$ cat src/design/tup_pkg.sv
// Shared constants, types and helpers of the transparent line path
package tup_pkg;

	// Clock and line rates
	localparam int unsigned CLK_HZ        = 20_000_000;
	localparam int unsigned CLK_MHZ       = CLK_HZ / 1_000_000;
	localparam int unsigned BAUD_FAST     = 230_400;
	localparam int unsigned BAUD_SLOW     = 38_400;
	localparam int unsigned OVERSAMPLE    = 16;
	localparam int unsigned DIV_W         = 6;
	localparam int unsigned TICK_DIV_FAST = CLK_HZ / (BAUD_FAST * OVERSAMPLE);
	localparam int unsigned TICK_DIV_SLOW = CLK_HZ / (BAUD_SLOW * OVERSAMPLE);

	// Short-circuit timing; times in their own units, cycles derived
	localparam int unsigned T_SHORT_NS      = 20_000;
	localparam int unsigned T_RETRY_US      = 1_000;
	localparam int unsigned T_RESTART_US    = 10_000;
	localparam int unsigned SHORT_CYC_DEF   = (T_SHORT_NS * CLK_MHZ + 999) / 1000;
	localparam int unsigned RETRY_CYC_DEF   = T_RETRY_US * CLK_MHZ;
	localparam int unsigned RESTART_CYC_DEF = T_RESTART_US * CLK_MHZ;
	localparam int unsigned RETRY_COUNT_DEF = 3;

	// Line frame layout and monitor event width
	localparam int unsigned FRAME_BITS = 11;
	localparam int unsigned START_POS  = 0;
	localparam int unsigned DATA_LSB   = 1;
	localparam int unsigned DATA_MSB   = 8;
	localparam int unsigned PARITY_POS = 9;
	localparam int unsigned STOP_POS   = 10;
	localparam int unsigned HALF_TICKS = OVERSAMPLE / 2;
	localparam int unsigned MON_W      = 4;

	// Values after reset
	localparam logic RST_PIN       = 1'b0;
	localparam logic RST_MOSI_HOLD = 1'b1;
	localparam logic RST_LINE      = 1'b0;

	typedef enum logic [1:0] {
		SC_DRIVE        = 2'b00,
		SC_SENSE        = 2'b01,
		SC_WAIT_RETRY   = 2'b11,
		SC_WAIT_RESTART = 2'b10
	} tup_short_state_t;

	typedef enum logic [2:0] {
		MODE_LINK_LISTEN = 3'h0,
		MODE_FORBIDDEN   = 3'h1,
		MODE_LINK_PP     = 3'h2,
		MODE_SW_LISTEN   = 3'h3,
		MODE_SW_LOW      = 3'h4,
		MODE_SW_HIGH     = 3'h5,
		MODE_SW_PP       = 3'h6
	} tup_mode_t;

	function automatic tup_mode_t tup_decode_mode(input logic sio, input logic hs,
		input logic ls);
		tup_mode_t m;
		m = MODE_FORBIDDEN;
		if (sio)
			m = hs ? (ls ? MODE_SW_PP : MODE_SW_HIGH) : (ls ? MODE_SW_LOW : MODE_SW_LISTEN);
		else if (hs == ls)
			m = hs ? MODE_LINK_PP : MODE_LINK_LISTEN;
		return m;
	endfunction

	function automatic logic tup_even_parity(input logic [7:0] d);
		return ^d;
	endfunction

endpackage

$ cat src/design/tup_filt_if.sv
// Carrier between the line path and its glitch filter
`timescale 1ns/10ps
`default_nettype none
interface tup_filt_if #(parameter int unsigned DIV_W = 6);
	logic             raw;
	logic             filt;
	logic [DIV_W-1:0] div;
	modport src (output raw, output div, input filt);
	modport flt (input raw, input div, output filt);
endinterface
`default_nettype wire

$ cat src/design/tup_glitch_filter.sv
// Constant-delay glitch filter for the received line level
`timescale 1ns/10ps
`default_nettype none
module tup_glitch_filter (
	// Clock and reset
	input  wire logic i_clk,
	input  wire logic i_rst,
	// Line level in and out
	tup_filt_if.flt   f
);
	import tup_pkg::*;
	localparam int unsigned W = DIV_W;
	logic [W-1:0] cnt;

	// Level must stand one oversample period; equal delay on both edges
	always_ff @(posedge i_clk)
	begin
		if (i_rst)
		begin
			cnt    <= '0;
			f.filt <= RST_LINE;
		end
		else if (f.raw == f.filt)
			cnt <= '0;
		else if (cnt >= f.div - W'(1))
		begin
			cnt    <= '0;
			f.filt <= f.raw;
		end
		else
			cnt <= cnt + W'(1);
	end
endmodule
`default_nettype wire

$ cat src/design/tup_sync.sv
// Two-stage synchroniser for pin inputs
`timescale 1ns/10ps
`default_nettype none
module tup_sync #(
	parameter int unsigned W       = 1,
	parameter logic [W-1:0] RST_VAL = '0
) (
	// Clock and reset
	input  wire logic         i_clk,
	input  wire logic         i_rst,
	// Data
	input  wire logic [W-1:0] i_d,
	output logic      [W-1:0] o_q
);
	logic [W-1:0] meta;

	always_ff @(posedge i_clk)
	begin
		if (i_rst)
		begin
			meta <= RST_VAL;
			o_q  <= RST_VAL;
		end
		else
		begin
			meta <= i_d;
			o_q  <= meta;
		end
	end
endmodule
`default_nettype wire

$ cat src/design/tup_transparent_path.sv
// Transparent line path: pin sharing, output switches, short handling, input path
`timescale 1ns/10ps
`default_nettype none
module tup_transparent_path #(
	parameter int unsigned SHORT_CYC   = tup_pkg::SHORT_CYC_DEF,
	parameter int unsigned RETRY_CYC   = tup_pkg::RETRY_CYC_DEF,
	parameter int unsigned RESTART_CYC = tup_pkg::RESTART_CYC_DEF,
	parameter int unsigned RETRY_COUNT = tup_pkg::RETRY_COUNT_DEF
) (
	// Clock and reset
	input  wire logic                      I_CLK,
	input  wire logic                      I_SYS_RST,
	// Pins from outside
	input  wire logic                      I_SS,
	input  wire logic                      I_MOSI,
	input  wire logic                      I_CQ_RX,
	input  wire logic                      I_SHORT_DET,
	input  wire logic [tup_pkg::MON_W-1:0] I_MON_EVENT,
	// Control bits
	input  wire logic                      I_TRANSPARENT_ENABLE,
	input  wire logic                      I_SWITCHING_OUTPUT_MODE,
	input  wire logic                      I_HIGH_SIDE_ENABLE,
	input  wire logic                      I_LOW_SIDE_ENABLE,
	input  wire logic                      I_BAUD_SELECT,
	// SPI core
	input  wire logic                      I_SPI_MISO,
	output logic                           O_SPI_FREEZE,
	output logic                           O_MISO,
	// Core resets
	output logic                           O_LINK_FSM_RST,
	output logic                           O_PLL_RST,
	// Output stage
	output logic                           O_HS_ON,
	output logic                           O_LS_ON,
	// Status
	output logic                           O_SHORT_REPORT,
	output logic [tup_pkg::MON_W-1:0]      O_MON_EVENT,
	output logic                           O_FRAME_VALID,
	output logic                           O_FRAME_ERROR,
	output logic [7:0]                     O_FRAME_DATA
);
	import tup_pkg::*;

	localparam int unsigned TMR_W = $clog2(RESTART_CYC + 1);
	localparam int unsigned CNT_W = $clog2(RETRY_COUNT + 2);

	logic                 ss_s;
	logic                 mosi_s;
	logic                 cq_s;
	logic                 short_s;
	logic [MON_W-1:0]     mon_s;
	logic                 trns;
	tup_mode_t            mode;
	logic                 drive_mode;
	logic [DIV_W-1:0]     div_cnt;
	logic [DIV_W-1:0]     div_sel;
	logic                 tick;
	logic                 mosi_hold;
	logic                 level_high;
	tup_short_state_t     state;
	tup_short_state_t     next_state;
	logic [TMR_W-1:0]     timer;
	logic [TMR_W-1:0]     next_timer;
	logic [CNT_W-1:0]     attempts;
	logic [CNT_W-1:0]     next_attempts;
	logic                 next_report;
	logic                 next_drive_ok;
	logic                 rx_line;
	logic                 rx_prev;
	logic                 rx_busy;
	logic [3:0]           rx_phase;
	logic [3:0]           rx_idx;
	logic [FRAME_BITS-1:0] rx_frame;

	tup_filt_if #(.DIV_W(DIV_W)) filt_bus ();

	tup_sync #(.W(4 + MON_W), .RST_VAL('0)) u_sync (
		.i_clk (I_CLK),
		.i_rst (I_SYS_RST),
		.i_d   ({I_SS, I_MOSI, I_CQ_RX, I_SHORT_DET, I_MON_EVENT}),
		.o_q   ({ss_s, mosi_s, cq_s, short_s, mon_s})
	);

	assign trns       = I_TRANSPARENT_ENABLE;
	assign mode       = tup_decode_mode(I_SWITCHING_OUTPUT_MODE, I_HIGH_SIDE_ENABLE,
		I_LOW_SIDE_ENABLE);
	assign drive_mode = (mode == MODE_SW_LOW) || (mode == MODE_SW_HIGH) ||
		(mode == MODE_SW_PP) || (mode == MODE_LINK_PP);

	assign div_sel = I_BAUD_SELECT ? DIV_W'(TICK_DIV_FAST) : DIV_W'(TICK_DIV_SLOW);

	always_ff @(posedge I_CLK)
	begin
		if (I_SYS_RST || !trns)
		begin
			div_cnt <= '0;
			tick    <= 1'b0;
		end
		else if (div_cnt >= div_sel - DIV_W'(1))
		begin
			div_cnt <= '0;
			tick    <= 1'b1;
		end
		else
		begin
			div_cnt <= div_cnt + DIV_W'(1);
			tick    <= 1'b0;
		end
	end

	assign filt_bus.raw = cq_s;
	assign filt_bus.div = div_sel;

	tup_glitch_filter u_filter (
		.i_clk (I_CLK),
		.i_rst (I_SYS_RST),
		.f     (filt_bus.flt)
	);

	always_ff @(posedge I_CLK)
	begin
		if (I_SYS_RST)
		begin
			O_LINK_FSM_RST <= 1'b0;
			O_PLL_RST      <= 1'b0;
		end
		else
		begin
			O_LINK_FSM_RST <= trns;
			O_PLL_RST      <= trns;
		end
	end

	always_ff @(posedge I_CLK)
	begin
		if (I_SYS_RST)
			O_MON_EVENT <= '0;
		else
			O_MON_EVENT <= mon_s;
	end

	always_ff @(posedge I_CLK)
	begin
		if (I_SYS_RST)
			mosi_hold <= RST_MOSI_HOLD;
		else if (ss_s)
			mosi_hold <= mosi_s;
	end

	assign level_high = ~mosi_hold;

	always_ff @(posedge I_CLK)
	begin
		if (I_SYS_RST)
		begin
			O_SPI_FREEZE <= 1'b0;
			O_MISO       <= RST_PIN;
		end
		else
		begin
			O_SPI_FREEZE <= trns && ss_s;
			O_MISO       <= (trns && ss_s) ? ~filt_bus.filt : I_SPI_MISO;
		end
	end

	always_comb
	begin
		next_state    = state;
		next_timer    = timer + TMR_W'(1);
		next_attempts = attempts;
		if (!trns || (mode == MODE_LINK_LISTEN))
		begin
			next_state    = SC_DRIVE;
			next_timer    = '0;
			next_attempts = '0;
		end
		else
		begin
			unique case (state)
				SC_DRIVE:
				begin
					if (short_s && drive_mode)
					begin
						next_state = SC_SENSE;
						next_timer = '0;
					end
					else if (timer >= TMR_W'(SHORT_CYC - 1))
					begin
						// Clean drive long enough forgets old shorts
						next_timer    = timer;
						next_attempts = '0;
					end
				end
				SC_SENSE:
				begin
					if (!short_s)
					begin
						next_state = SC_DRIVE;
						next_timer = '0;
					end
					else if (timer >= TMR_W'(SHORT_CYC - 1))
					begin
						next_timer = '0;
						next_state = (attempts == '0) ? SC_WAIT_RETRY : SC_WAIT_RESTART;
						if (attempts <= CNT_W'(RETRY_COUNT))
							next_attempts = attempts + CNT_W'(1);
					end
				end
				SC_WAIT_RETRY:
				begin
					if (timer >= TMR_W'(RETRY_CYC - 1))
					begin
						next_state = SC_DRIVE;
						next_timer = '0;
					end
				end
				SC_WAIT_RESTART:
				begin
					if (timer >= TMR_W'(RESTART_CYC - 1))
					begin
						next_state = SC_DRIVE;
						next_timer = '0;
					end
				end
			endcase
		end
	end

	assign next_report = ((next_state == SC_WAIT_RETRY) || (next_state == SC_WAIT_RESTART)) &&
		((mode == MODE_LINK_PP) || (next_attempts > CNT_W'(RETRY_COUNT)));
	assign next_drive_ok = trns && !next_report &&
		((next_state == SC_DRIVE) || (next_state == SC_SENSE));

	always_ff @(posedge I_CLK)
	begin
		if (I_SYS_RST)
		begin
			state          <= SC_DRIVE;
			timer          <= '0;
			attempts       <= '0;
			O_SHORT_REPORT <= 1'b0;
		end
		else
		begin
			state          <= next_state;
			timer          <= next_timer;
			attempts       <= next_attempts;
			O_SHORT_REPORT <= next_report;
		end
	end

	always_ff @(posedge I_CLK)
	begin
		if (I_SYS_RST)
		begin
			O_HS_ON <= 1'b0;
			O_LS_ON <= 1'b0;
		end
		else
		begin
			O_HS_ON <= next_drive_ok && level_high && ((mode == MODE_SW_HIGH) ||
				(mode == MODE_SW_PP) || (mode == MODE_LINK_PP));
			O_LS_ON <= next_drive_ok && !level_high && ((mode == MODE_SW_LOW) ||
				(mode == MODE_SW_PP) || (mode == MODE_LINK_PP));
		end
	end

	assign rx_line = ~filt_bus.filt;

	always_ff @(posedge I_CLK)
	begin
		if (I_SYS_RST || !trns)
		begin
			rx_prev       <= 1'b1;
			rx_busy       <= 1'b0;
			rx_phase      <= '0;
			rx_idx        <= '0;
			rx_frame      <= '0;
			O_FRAME_VALID <= 1'b0;
			O_FRAME_ERROR <= 1'b0;
			O_FRAME_DATA  <= '0;
		end
		else
		begin
			rx_prev       <= rx_line;
			O_FRAME_VALID <= 1'b0;
			O_FRAME_ERROR <= 1'b0;
			if (!rx_busy)
			begin
				if (rx_prev && !rx_line)
				begin
					rx_busy  <= 1'b1;
					rx_phase <= '0;
					rx_idx   <= '0;
				end
			end
			else if (tick)
			begin
				// Phase wraps at sixteen, so later samples land mid-bit
				rx_phase <= rx_phase + 4'h1;
				if (rx_phase == 4'(HALF_TICKS - 1))
				begin
					rx_frame[rx_idx] <= rx_line;
					rx_idx           <= rx_idx + 4'h1;
					if ((rx_idx == 4'(START_POS)) && rx_line)
						rx_busy <= 1'b0;
					else if (rx_idx == 4'(STOP_POS))
					begin
						rx_busy      <= 1'b0;
						O_FRAME_DATA <= rx_frame[DATA_MSB:DATA_LSB];
						if (rx_line && (tup_even_parity(rx_frame[DATA_MSB:DATA_LSB]) ==
							rx_frame[PARITY_POS]))
							O_FRAME_VALID <= 1'b1;
						else
							O_FRAME_ERROR <= 1'b1;
					end
				end
			end
		end
	end

	// Checks
	property p_core_rst;
		@(posedge I_CLK) disable iff (I_SYS_RST)
		trns |=> (O_LINK_FSM_RST && O_PLL_RST);
	endproperty
	a_core_rst: assert property (p_core_rst) else $error("core not held in reset");

	property p_leave;
		@(posedge I_CLK) disable iff (I_SYS_RST)
		!trns ##1 !trns |-> !O_LINK_FSM_RST && !O_SPI_FREEZE && !O_HS_ON && !O_LS_ON;
	endproperty
	a_leave: assert property (p_leave) else $error("transparent path active after exit");

	property p_mon;
		@(posedge I_CLK) disable iff (I_SYS_RST)
		!$past(I_SYS_RST, 1) && !$past(I_SYS_RST, 2) && !$past(I_SYS_RST, 3) |->
			O_MON_EVENT == $past(I_MON_EVENT, 3);
	endproperty
	a_mon: assert property (p_mon) else $error("monitor event lost");

	property p_freeze;
		@(posedge I_CLK) disable iff (I_SYS_RST)
		!ss_s |=> $stable(mosi_hold) && !O_SPI_FREEZE;
	endproperty
	a_freeze: assert property (p_freeze) else $error("switch level moved during access");

	property p_miso;
		@(posedge I_CLK) disable iff (I_SYS_RST)
		(trns && ss_s) |=> (O_MISO == !$past(filt_bus.filt)) && O_SPI_FREEZE;
	endproperty
	a_miso: assert property (p_miso) else $error("data-out not inverted line level");

	property p_invert;
		@(posedge I_CLK) disable iff (I_SYS_RST)
		(mode == MODE_SW_PP) && next_drive_ok |=> (O_HS_ON == !$past(mosi_hold)) &&
			(O_LS_ON == $past(mosi_hold));
	endproperty
	a_invert: assert property (p_invert) else $error("path not inverting");

	property p_forbidden;
		@(posedge I_CLK) disable iff (I_SYS_RST)
		(mode == MODE_FORBIDDEN) || (mode == MODE_SW_LISTEN) |=> !O_HS_ON && !O_LS_ON;
	endproperty
	a_forbidden: assert property (p_forbidden) else $error("switch on in non-driving mode");

	property p_off_report;
		@(posedge I_CLK) disable iff (I_SYS_RST)
		O_SHORT_REPORT |-> !O_HS_ON && !O_LS_ON;
	endproperty
	a_off_report: assert property (p_off_report) else $error("switch on while short reported");

	property p_listen_clear;
		@(posedge I_CLK) disable iff (I_SYS_RST)
		trns && (mode == MODE_LINK_LISTEN) |=> state == SC_DRIVE && attempts == '0 &&
			timer == '0 && !O_SHORT_REPORT;
	endproperty
	a_listen_clear: assert property (p_listen_clear) else $error("listen did not clear short");

	property p_link_now;
		@(posedge I_CLK) disable iff (I_SYS_RST)
		trns && (mode == MODE_LINK_PP) && (state == SC_SENSE) && short_s &&
			(timer == TMR_W'(SHORT_CYC - 1)) |=> O_SHORT_REPORT;
	endproperty
	a_link_now: assert property (p_link_now) else $error("link short not reported");

	property p_sio_late;
		@(posedge I_CLK) disable iff (I_SYS_RST)
		O_SHORT_REPORT && ($past(mode) != MODE_LINK_PP) |-> attempts > CNT_W'(RETRY_COUNT);
	endproperty
	a_sio_late: assert property (p_sio_late) else $error("short reported before retries");

	property p_retry_end;
		@(posedge I_CLK) disable iff (I_SYS_RST)
		trns && (mode != MODE_LINK_LISTEN) && (state == SC_WAIT_RETRY) &&
			(timer == TMR_W'(RETRY_CYC - 1)) |=> state == SC_DRIVE;
	endproperty
	a_retry_end: assert property (p_retry_end) else $error("no retry after delay");

	property p_parity;
		@(posedge I_CLK) disable iff (I_SYS_RST)
		O_FRAME_VALID |-> (^{O_FRAME_DATA, $past(rx_frame[PARITY_POS])}) == 1'b0;
	endproperty
	a_parity: assert property (p_parity) else $error("odd parity frame accepted");
endmodule
`default_nettype wire

$ cat config.mk
export PLATFORM = sky130hd
export DESIGN_NAME = tup_transparent_path
export DESIGN_NICKNAME = d
export VERILOG_FILES = /design/src/design/tup_pkg.sv /design/src/design/tup_filt_if.sv /design/src/design/tup_glitch_filter.sv /design/src/design/tup_sync.sv /design/src/design/tup_transparent_path.sv
export SDC_FILE = /design/constraint.sdc
export NUM_CORES = 1
export LEC_CHECK = 0
export BUFFER_PORTS_ARGS = -buffer_cell sky130_fd_sc_hd__buf_2
export CORE_MARGIN = 2
export CORE_UTILIZATION = 57
export CTS_BUF_LIST = sky130_fd_sc_hd__clkbuf_2
export DETAILED_ROUTE_END_ITERATION = 8
export PLACE_DENSITY = 0.85
export SYNTH_ARGS = -nofsm -noshare
export SYNTH_HDL_FRONTEND = slang
export SYNTH_SLANG_ARGS = --single-unit
$ cat constraint.sdc
create_clock -name I_CLK -period 3.44 [get_ports I_CLK]
set_clock_uncertainty 0.1 [all_clocks]
set_input_delay 0.516 -clock I_CLK [delete_from_list [all_inputs] [get_ports I_CLK]]
set_output_delay 0.516 -clock I_CLK [all_outputs]
set_load 0.01 [all_outputs]
[Word level (Yosys, flattened, before mapping)]
Cells that the tools add are included.
Word-level totals
  latch bits: 0
  RAM bits: 0
  register bits: 95
  output and inout bits: 21
  bits in read-only memories: 0
  memories: 0
Cells by class
  mux-type cells: 48
  multiply operators: 0
  bitwise gates (word level): 8
  div/mod/pow operators: 0
  shift-type cells: 0
  reductions and logical operators: 43
  equal/unequal tests: 18
  add/sub/neg operators: 7
  magnitude comparators: 9
Operators with widths (number)
  $mux 18: 6
  $pmux 18 s4: 1
  $mux 3: 9
  $mux 4: 6
  $add 18x1->18 const B: 1
  $ge 18x15->1 const B: 1
  $ge 18x18->1 const B: 1
  $ge 18x9->1 const B: 1
  $mux 2: 9
  $logic_and 1x1->1: 13
  $add 6x1->6 const B: 2
  $ge 6x6->1: 2
  $logic_or 1x1->1: 12
  $mux 1: 12
  $bwmux 11: 1
  $eq 3x3->1 const B: 3
  $add 4x1->4 const B: 2
  $eq 2x2->1 const B: 4
  $not 1->1: 8
  $pmux 2 s4: 1
  $reduce_xor 8->1: 1
  $logic_not 3->1: 2
  $mux 6: 1
  $pmux 3 s2: 1
  25 further kinds: 33

[Logic depth before layout (Yosys ltp)]
Gate-level depths: netlist of run 1.
  depth in word-level cells: 19
  gate-level depth with buffers: 9

[Hierarchy]
A second synthesis of run 1 with hierarchy kept.
Unflattened totals
  cell total of the unflattened synthesis: 476
  area, all modules: 4371.7 µm²
By module, submodules not included
  tup_transparent_path: cells each 388, area each 3427.0 µm², instances 1
  tup_glitch_filter: cells each 55, area each 480.5 µm², instances 1
  tup_sync: cells each 33, area each 464.2 µm², instances 1

[Least setup slack after synthesis of run 1]
OpenSTA, ideal clock, no wires.
  kind: input-to-reg
  start point: in I_HIGH_SIDE_ENABLE
  end point: reg timer[8]
  required time: 3.270 ns
  data arrival time: 1.976 ns
  cell stages on the path: 7
  path slack: 1.294 ns
  cells stage by stage: inv_1 -> ha_1 -> o21ai_1 -> o2bb2ai_2 -> nor2_2 -> or4_1 -> a21oi_1
On the way
  word-level cells in the longest chain between the ends: 10
  elaborated cells on any way between the ends: 19
  those cells by class: eq/ne: 6; mux: 6; reduce/logical: 7
RTL lines
  start: declaration: RTL line tup_transparent_path.sv:22  | input wire logic I_HIGH_SIDE_ENABLE,
  $eq 1x1->1 or $mux 2 (tied branches): RTL line tup_pkg.sv:61, tup_pkg.sv:62
  $mux 2: RTL line tup_pkg.sv:61  | else if (hs == ls)
  $mux 3 *: RTL line tup_pkg.sv:59  | if (sio)
  $eq 3x3->1: RTL line tup_transparent_path.sv:87  | assign drive_mode = (mode == MODE_SW_LOW) || (mode == MODE_SW_HIGH) ||
  $logic_or 1x1->1 (2 in a row): RTL line tup_transparent_path.sv:87
  $logic_or 1x1->1: RTL line tup_transparent_path.sv:88  | (mode == MODE_SW_PP) || (mode == MODE_LINK_PP);
  $logic_and 1x1->1: RTL line tup_transparent_path.sv:182  | if (short_s && drive_mode)
  $mux 18: RTL line tup_transparent_path.sv:182
  $pmux 18 s4: RTL line tup_transparent_path.sv:179  | unique case (state)
  end signal: assignment: RTL line tup_transparent_path.sv:246  | timer <= next_timer;
  end: declaration: RTL line tup_transparent_path.sv:62  | logic [TMR_W-1:0] timer;
Every way passes the cells marked *; elsewhere a longest branch is shown, timed or not.
A chain may end at the register's enable or synchronous reset.

[Worst setup path in the final report of run 1]
  start point: reg timer[0]
  end point: reg O_SHORT_REPORT
On the way
  word-level cells in the longest chain between the ends: 8
  elaborated cells on any way between the ends: 21
  those cells by class: order compare: 4; eq/ne: 2; mux: 12; reduce/logical: 3
RTL lines
  $ge 18x9->1: RTL line tup_transparent_path.sv:187, tup_transparent_path.sv:201
  $mux 3, or another cell as far along: RTL line tup_transparent_path.sv:201  | else if (timer >= TMR_W'(SHORT_CYC - 1))
  $mux 3, or another cell as far along: RTL line tup_transparent_path.sv:196  | if (!short_s)
  $pmux 3 s2 or $pmux 2 s4 (tied branches): RTL line tup_transparent_path.sv:179
  $mux 3 or $mux 2 (tied branches): RTL line tup_transparent_path.sv:171  | if (!trns || (mode == MODE_LINK_LISTEN))
  $gt 3x2->1 or $eq 2x2->1 (tied branches): RTL line tup_transparent_path.sv:230, tup_transparent_path.sv:229
  $logic_or 1x1->1 (on tied branches): RTL line tup_transparent_path.sv:230, tup_transparent_path.sv:229
  $logic_and 1x1->1 *: RTL line tup_transparent_path.sv:229  | assign next_report = ((next_state == SC_WAIT_RETRY) || (next_state == SC_WAIT_RESTART)) &&
  end signal: assignment: RTL line tup_transparent_path.sv:248  | O_SHORT_REPORT <= next_report;
  end: declaration: RTL line tup_transparent_path.sv:36  | output logic O_SHORT_REPORT,
Marks and branches as above.

==> results of run 1 <==
## final cells by class
cell class | instances | share of cell area
clock inverters | 6 | 0.00874
multi-input cells | 325 | 0.478
repair buffers | 38 | 0.0440
well taps | 96 | 0.0271
clock buffers | 10 | 0.0113
flip-flops and latches | 93 | 0.420
inverters | 14 | 0.0118
## per-layer routing
metal | up-vias | track usage | share of wire
li1 | 1646 | - | -
met1 | 1519 | 0.287 | 0.46
met2 | 104 | 0.342 | 0.46
met3 | 14 | 0.0572 | 0.068
met4 | 0 | 0.0692 | 0.018
met5 | - | 0 | 0
## power groups by stage
stage	Combinational [mW]	Clock, mW	Sequential (mW)
after floorplan	0.0541	0	1.12
after global routing	0.0881	0.503	1.11
after CTS	0.0787	0.467	1.10
after global placement	0.0744	0	1.12
final	0.0784	0.460	1.10
after detailed placement	0.0778	0	1.12
## flip-flops by register name (all words and copies together), names as in the netlist, 2 cells and up
register and cells:
div_cnt 6, u_sync.o_q 8, O_MON_EVENT 4, rx_phase 4, state 2, timer 18
attempts 3, rx_idx 4, rx_frame 9, u_sync.meta 8, O_FRAME_DATA 8, u_filter.cnt 6
## cells in the final DEF, fill, tap and decap left out, drive strengths merged, types with 4 or more instances in the layout
cell / count
dfxtp: 93
xnor2: 20
ha: 20
nand4: 8
and3: 6
nand3: 28
inv: 14
nor4: 4
o21ai: 12
nor2: 46
o31ai: 4
nand3b: 4
a311oi: 9
o211ai: 4
nor2b: 24
nor3: 7
nand2: 33
a211oi: 5
xor2: 13
a21oi: 39
buf: 38
nand2b: 5
clkbuf: 10
clkinv: 5
## worst max-delay path, cell delays in order, from the launching register on
cell and delay, ns:
dfxtp_1 0.45, ha_1 0.30, nand3_1 0.14, a21oi_1 0.38
a2bb2oi_2 0.38, nand2_1 0.23, a22oi_1 0.31, a2111oi_2 0.11
## worst max-delay path by stage
stage / startpoint / end / slack (ns) / cells past startpoint
4_1_cts: timer[0] / timer[13] / 0.94 / 7
2_1_floorplan: I_HIGH_SIDE_ENABLE / timer[8] / 1.29 / 7
3_5_place_dp: I_LOW_SIDE_ENABLE / timer[14] / 0.88 / 7
3_3_place_gp: I_HIGH_SIDE_ENABLE / timer[1] / 0.96 / 7
5_1_grt: timer[0] / O_SHORT_REPORT / 0.71 / 7
6_report: timer[0] / O_SHORT_REPORT / 0.93 / 7
## kinds of logic after synthesis
logic type | Yosys count
and+or+nand+nor | 179
DFF | 93
AOI/OAI and AO/OA | 90
xor gates and xnor gates | 33
buffers and inverters | 30
adders and majority gates | 20
muxes | 3
==> summary.md, run 1 <==
| Metric | Value |
|---|---|
| Synth top area share | 0.452 |
| Skew-Pair Late Insertion Delay | 0.56 ns |
| Resized Gates After CTS | 0 |
| Post-Synth Adder-Cell Area | 0.0607 |
| Place WS | 0.876 ns |
| All-Layer GR Usage | 0.215 |
| Max-slew violations | 0 |
| Hold WS | 0.0743 ns |
| Yosys cell types | 55 |
| Post-synthesis mux area share | 0.00729 |
| Cell Area, Synth | 4120 um^2 |
| Setup WS post-layout | 0.932 ns |
| Layout cell share with drive strength beyond 1 | 0.140 |
| Worst R2R End | O_SHORT_REPORT |
| DRT antenna net count | 0 |
| Multi-input gate area | about 2100 um^2 |
| Root Buffer | clkbuf_2 |
| Compound-Gate Fraction of Synth Area | 0.145 |
| Biggest area consumer among synthesized cells | dfxtp_1 |
| Register Area | ~1900 um^2 |
| Maxcap violations | 0 |
| Final non-filler cell total | 582 |
| Register area share after synthesis | 0.452 |
| Final Instance Area | 4440 um^2 |
| Top cells by count, synth | 93 x dfxtp_1, 43 x nor2_1, 39 x a21oi_1 |
| Final core occ | 0.643 |
| Clock share of power | 0.280 |
| Remaining DRCs | 0 |
| Vias in the first global route | 2978 |
| Flop pwr share | 0.672 |
| First-pass DRT Iterations | 8 |
| CTS tree | built |
| FF-to-FF setup slack | a little over 0.9 ns |
| Post-Synth Simple-Gate Area | 0.232 |
| # port buffers | 36 |
| Syn nets | slightly below 500 |
| Die area | 7930 um^2 |
| Largest family of logic cells by synthesized area | simple AND/OR/NAND/NOR gates |
| Pleak | 1.68 nW |
| Worst Setup Start Kind | flip-flop |
| CTS buffer count | 9 |
| Slew HR | 0.373 |
| Sw frac | 0.254 |
| Synthesis-stage register bit count | between 90 and 100 |
| Dpl cell area | 4350 um^2 |
| CP Max Fanout | 8 |
| Area of the core | around 6900 um^2 |
| Dominant synthesized flop cell | dfxtp_1 |
| Status | finished clean |
| CTS clk-pin slew, worst paths | about 0.23 ns |
| RSZ-0062 raised after global routing | no |
| Synthesis Warnings | 0 |
| Min-delay src | I_MON_EVENT[1] |
| First-pass GRT wire length | 13.4 mm |
| CTS sink count | 93 |
| Routed length per placed instance | 13.7 um |
| Pwr dens | 370 nW/um^2 |
| Syn Inst Count | 448 |
| Initial Util | 0.597 |
| Detailed Route WL | 7.96 mm |
| Worst-Margin Slew | 0.937 ns |
| Initial antenna violation count | 0 |
| Ports | 37 |
| CP endpoint kind | flip-flop |
| Via count | between 3k and 4k |
| Hold path endpoint | u_sync.meta[1] |
| Area grow syn2layout | 7.68% |
| Kind of critical path | reg -> reg |
| Fin crit share | 0.729 |
| Htree depth | 3 |
| Largest net degree at the start of global routing | 26 |
| Via density | ~5.6 |
| Fmax | 399 MHz |
| Xor/xnor share of the synthesized area | 0.0701 |
| Total power | 1.64 mW |
| Rows | 30 |
| Placed Cells | 566 |
| Final hold violation count | 0 |
| Cell with the most instances after synthesis | dfxtp_1 |
| R2R depth | 7 |
| Setup violations, final | 0 |
| Sw Pwr | 0.417 mW |
| Asr flop ratio synth | 0 |
| Synth top area cells | dfxtp_1 45%, ha_1 6.1%, a21oi_1 4.7% |
| Worst Path Arrival | 2.84 ns |
| HP Class | in -> reg |
| Comb power frac | 0.048 |
| Final net count | 517 |
| Post-DP HPWL | around 5.7 mm |
| Avg Cell Area, Syn | ~9 um^2 |
| RePlAce Congestion | 0.914 |
| Initial DRC count | 191 |
| Reg2reg start | timer[0] |
| DIE WIDTH | 89.0 um |
| Grt total ovfl | 0 |
| Number of synthesized flops with an enable pin | 0 |
| Final TNS setup | 0 ns |
| Pint | ~1.2 mW |
| Cts hold-fix bufs | 0 |
| Antenna fix cells | 0 |
| WHS Path Cells | 2 |
| Period minus WS final | 2.51 ns |
| WP data required | 3.77 ns |
| Post-CTS Setup Inserts | 0 |
| Die height | 89.0 um |
| Clk buf depth | 2 |
| Filler cells | 600 |
| Peak VDD IR | 0.270 mV |
(Power assumes the default switching activity.)
==> run 2, diff against run 1 <==
==> constraint.sdc (replaced) <==
create_clock -name I_CLK -period 2.5 [get_ports I_CLK]
set_clock_uncertainty 0.1 [all_clocks]
set_input_delay 0.375 -clock I_CLK [delete_from_list [all_inputs] [get_ports I_CLK]]
set_output_delay 0.375 -clock I_CLK [all_outputs]
set_load 0.01 [all_outputs]
==> summary.md, run 2 (synthesis results as in run 1) <==
| Metric | Value |
|---|---|
| Status | finished clean |
| Final hold violation count | 0 |
| Largest Register | timer |
| Regs by FF count | timer x18, rx_frame x9 |
| Metal2 WL | 3.99 mm |
| Clk buf depth | 2 |
| Area grow syn2layout | 12.1% |
| RSZ-0062 raised after global routing | no |
| Slew HR | 0.580 |
| Initial DRC count | 275 |
| Comb power frac | 0.050 |
| Final net count | 531 |
| Worst-Margin Slew | roughly 0.63 ns |
| CTS tree | built |
| Remaining DRCs | 0 |
| CP endpoint kind | flip-flop |
| HP Class | in -> reg |
| Worst R2R End | O_SHORT_REPORT |
| Ports | 37 |
| Fin crit share | 0.941 |
| Antenna fix cells | 0 |
| Sw Pwr | roughly 0.57 mW |
| Worst Path Arrival | 2.70 ns |
| Crit path capture | O_SHORT_REPORT |
| CTS sink count | 93 |
| Most frequent cells in the layout | 93 x dfxtp_1, 43 x nor2_1, 38 x a21oi_1, 36 x buf_2, 33 x nand2_1 |
| DR top layer | met4 |
| Fmax | between 400 and 500 MHz |
| Post-DP HPWL | 5.86 mm |
| DIE WIDTH | 89.0 um |
| Clock share of power | 0.335 |
| Wire length on met1 | around 4 mm |
| Pint | 1.90 mW |
| Initial Util | 0.597 |
| Flop pwr share | 0.615 |
| CTS clk-pin slew, worst paths | 0.25 ns |
| Hold WS | 0.0599 ns |
| Pleak | 1.76 nW |
| Worst Setup Start Kind | flip-flop |
| Kind of critical path | reg -> reg |
| Reg2reg start | timer[1] |
| Post-CTS Setup Inserts | 0 |
| WP data required | 2.85 ns |
| All-Layer GR Usage | 0.228 |
| Layout cell share with drive strength beyond 1 | 0.148 |
| First element of the critical path | timer[1] |
| Period minus WS final | ~2.4 ns |
| Final TNS setup | 0 ns |
| Die area | between 7000 and 8000 um^2 |
| First-pass GRT wire length | 14.1 mm |
| Detailed Route WL | 8.45 mm |
| RePlAce Congestion | 0.830 |
| Via density | 5.52 |
| Setup violations, final | 0 |
| Largest net degree at the start of global routing | 25 |
| Setup WS post-layout | 0.148 ns |
| Area of the core | 6910 um^2 |
| Pwr dens | 534 nW/um^2 |
| CP Max Fanout | 8 |
| DRT antenna net count | 0 |
| WL met3 | 347 um |
| Maxcap violations | 0 |
| Rows | 30 |
| Max-slew violations | 0 |
| Htree depth | 3 |
| Root Buffer | clkbuf_2 |
| FF-to-FF setup slack | 0.15 ns |
| Grt total ovfl | 0 |
| First-pass DRT Iterations | 6 |
| Routed length per placed instance | 14.2 um |
| # port buffers | 36 |
| Via count | 3283 |
| Die height | 89.0 um |
| Initial antenna violation count | 0 |
| R2R depth | 7 |
| Total power | approximately 2.5 mW |
| Commonest non-fill, non-tap cell in the layout | dfxtp_1 |
| Sw frac | 0.232 |
| Place WS | 0.0153 ns |
| CTS buffer count | 9 |
| Max FFs per register | 18 |
| Peak VDD IR | about 0.38 mV |
| Vias in the first global route | 3045 |
| Skew-Pair Late Insertion Delay | roughly 0.57 ns |
==> run 2: how the worst min path moves through the flow <==
stage                    startpoint       endpoint  cells past startpoint
6_report       I_TRANSPARENT_ENABLE        O_LS_ON                      3
5_1_grt        I_TRANSPARENT_ENABLE        O_LS_ON                      3
4_1_cts        I_TRANSPARENT_ENABLE        O_LS_ON                      3
3_5_place_dp         u_sync.meta[7]  u_sync.o_q[7]                      1
3_3_place_gp          u_sync.o_q[6]      mosi_hold                      1
2_1_floorplan         u_sync.o_q[6]      mosi_hold                      1
==> run 2: critical path, stage by stage (launching register included) <==
cell,delay [ns]
dfxtp_1,0.44
ha_1,0.30
nand3_1,0.15
a21oi_2,0.33
a2bb2oi_4,0.29
nand2_1,0.23
a22oi_1,0.27
a2111oi_2,0.13
==> run 2: metrics by stage <==
stage               cell area (um^2)  instances  utilization
finish                          4620        595        0.669
global route                    4620        595        0.669
CTS                             4600        595        0.667
detailed placement              4390        571        0.635
global placement                4390        571        0.635
floorplan                       4120        448            -
==> run 2: cell type report <==
| type | instances | area, um^2 |
|---|---|---|
| Inverter | 14 | 52.6 |
| Tap cell | 96 | 120 |
| Sequential cell | 93 | 1860 |
| Timing Repair Buffer | 52 | 323 |
| Clock buffer | 11 | 55.1 |
| Multi-Input combinational cell | 325 | 2140 |
| Fill cell | 585 | 2290 |
| Clock inverter | 4 | 72.6 |
==> run 2: routing by layer <==
| metal | GRT usage | vias up |
|---|---|---|
| met5 | 0 | - |
| met4 | 0.0773 | 0 |
| met3 | 0.0480 | 9 |
| met2 | 0.366 | 73 |
| met1 | 0.309 | 1534 |
| li1 | - | 1667 |
==> run 2: power groups by stage <==
| stage | sequential, mW | clock [mW] | combinational (mW) |
|---|---|---|---|
| floorplan | 1.55 | 0 | 0.0744 |
| global placement | 1.55 | 0 | 0.106 |
| detailed placement | 1.55 | 0 | 0.109 |
| CTS | 1.52 | 0.835 | 0.120 |
| global route | 1.52 | 0.902 | 0.136 |
| finish | 1.52 | 0.828 | 0.122 |
==> run 2: timing repair <==
action / in CTS / in global routing
hold buffers: 9 / 0
endpoints found under the setup margin: 1 / 20
hold endpoints to repair: 9 / 0
gates resized for setup: 0 / 3
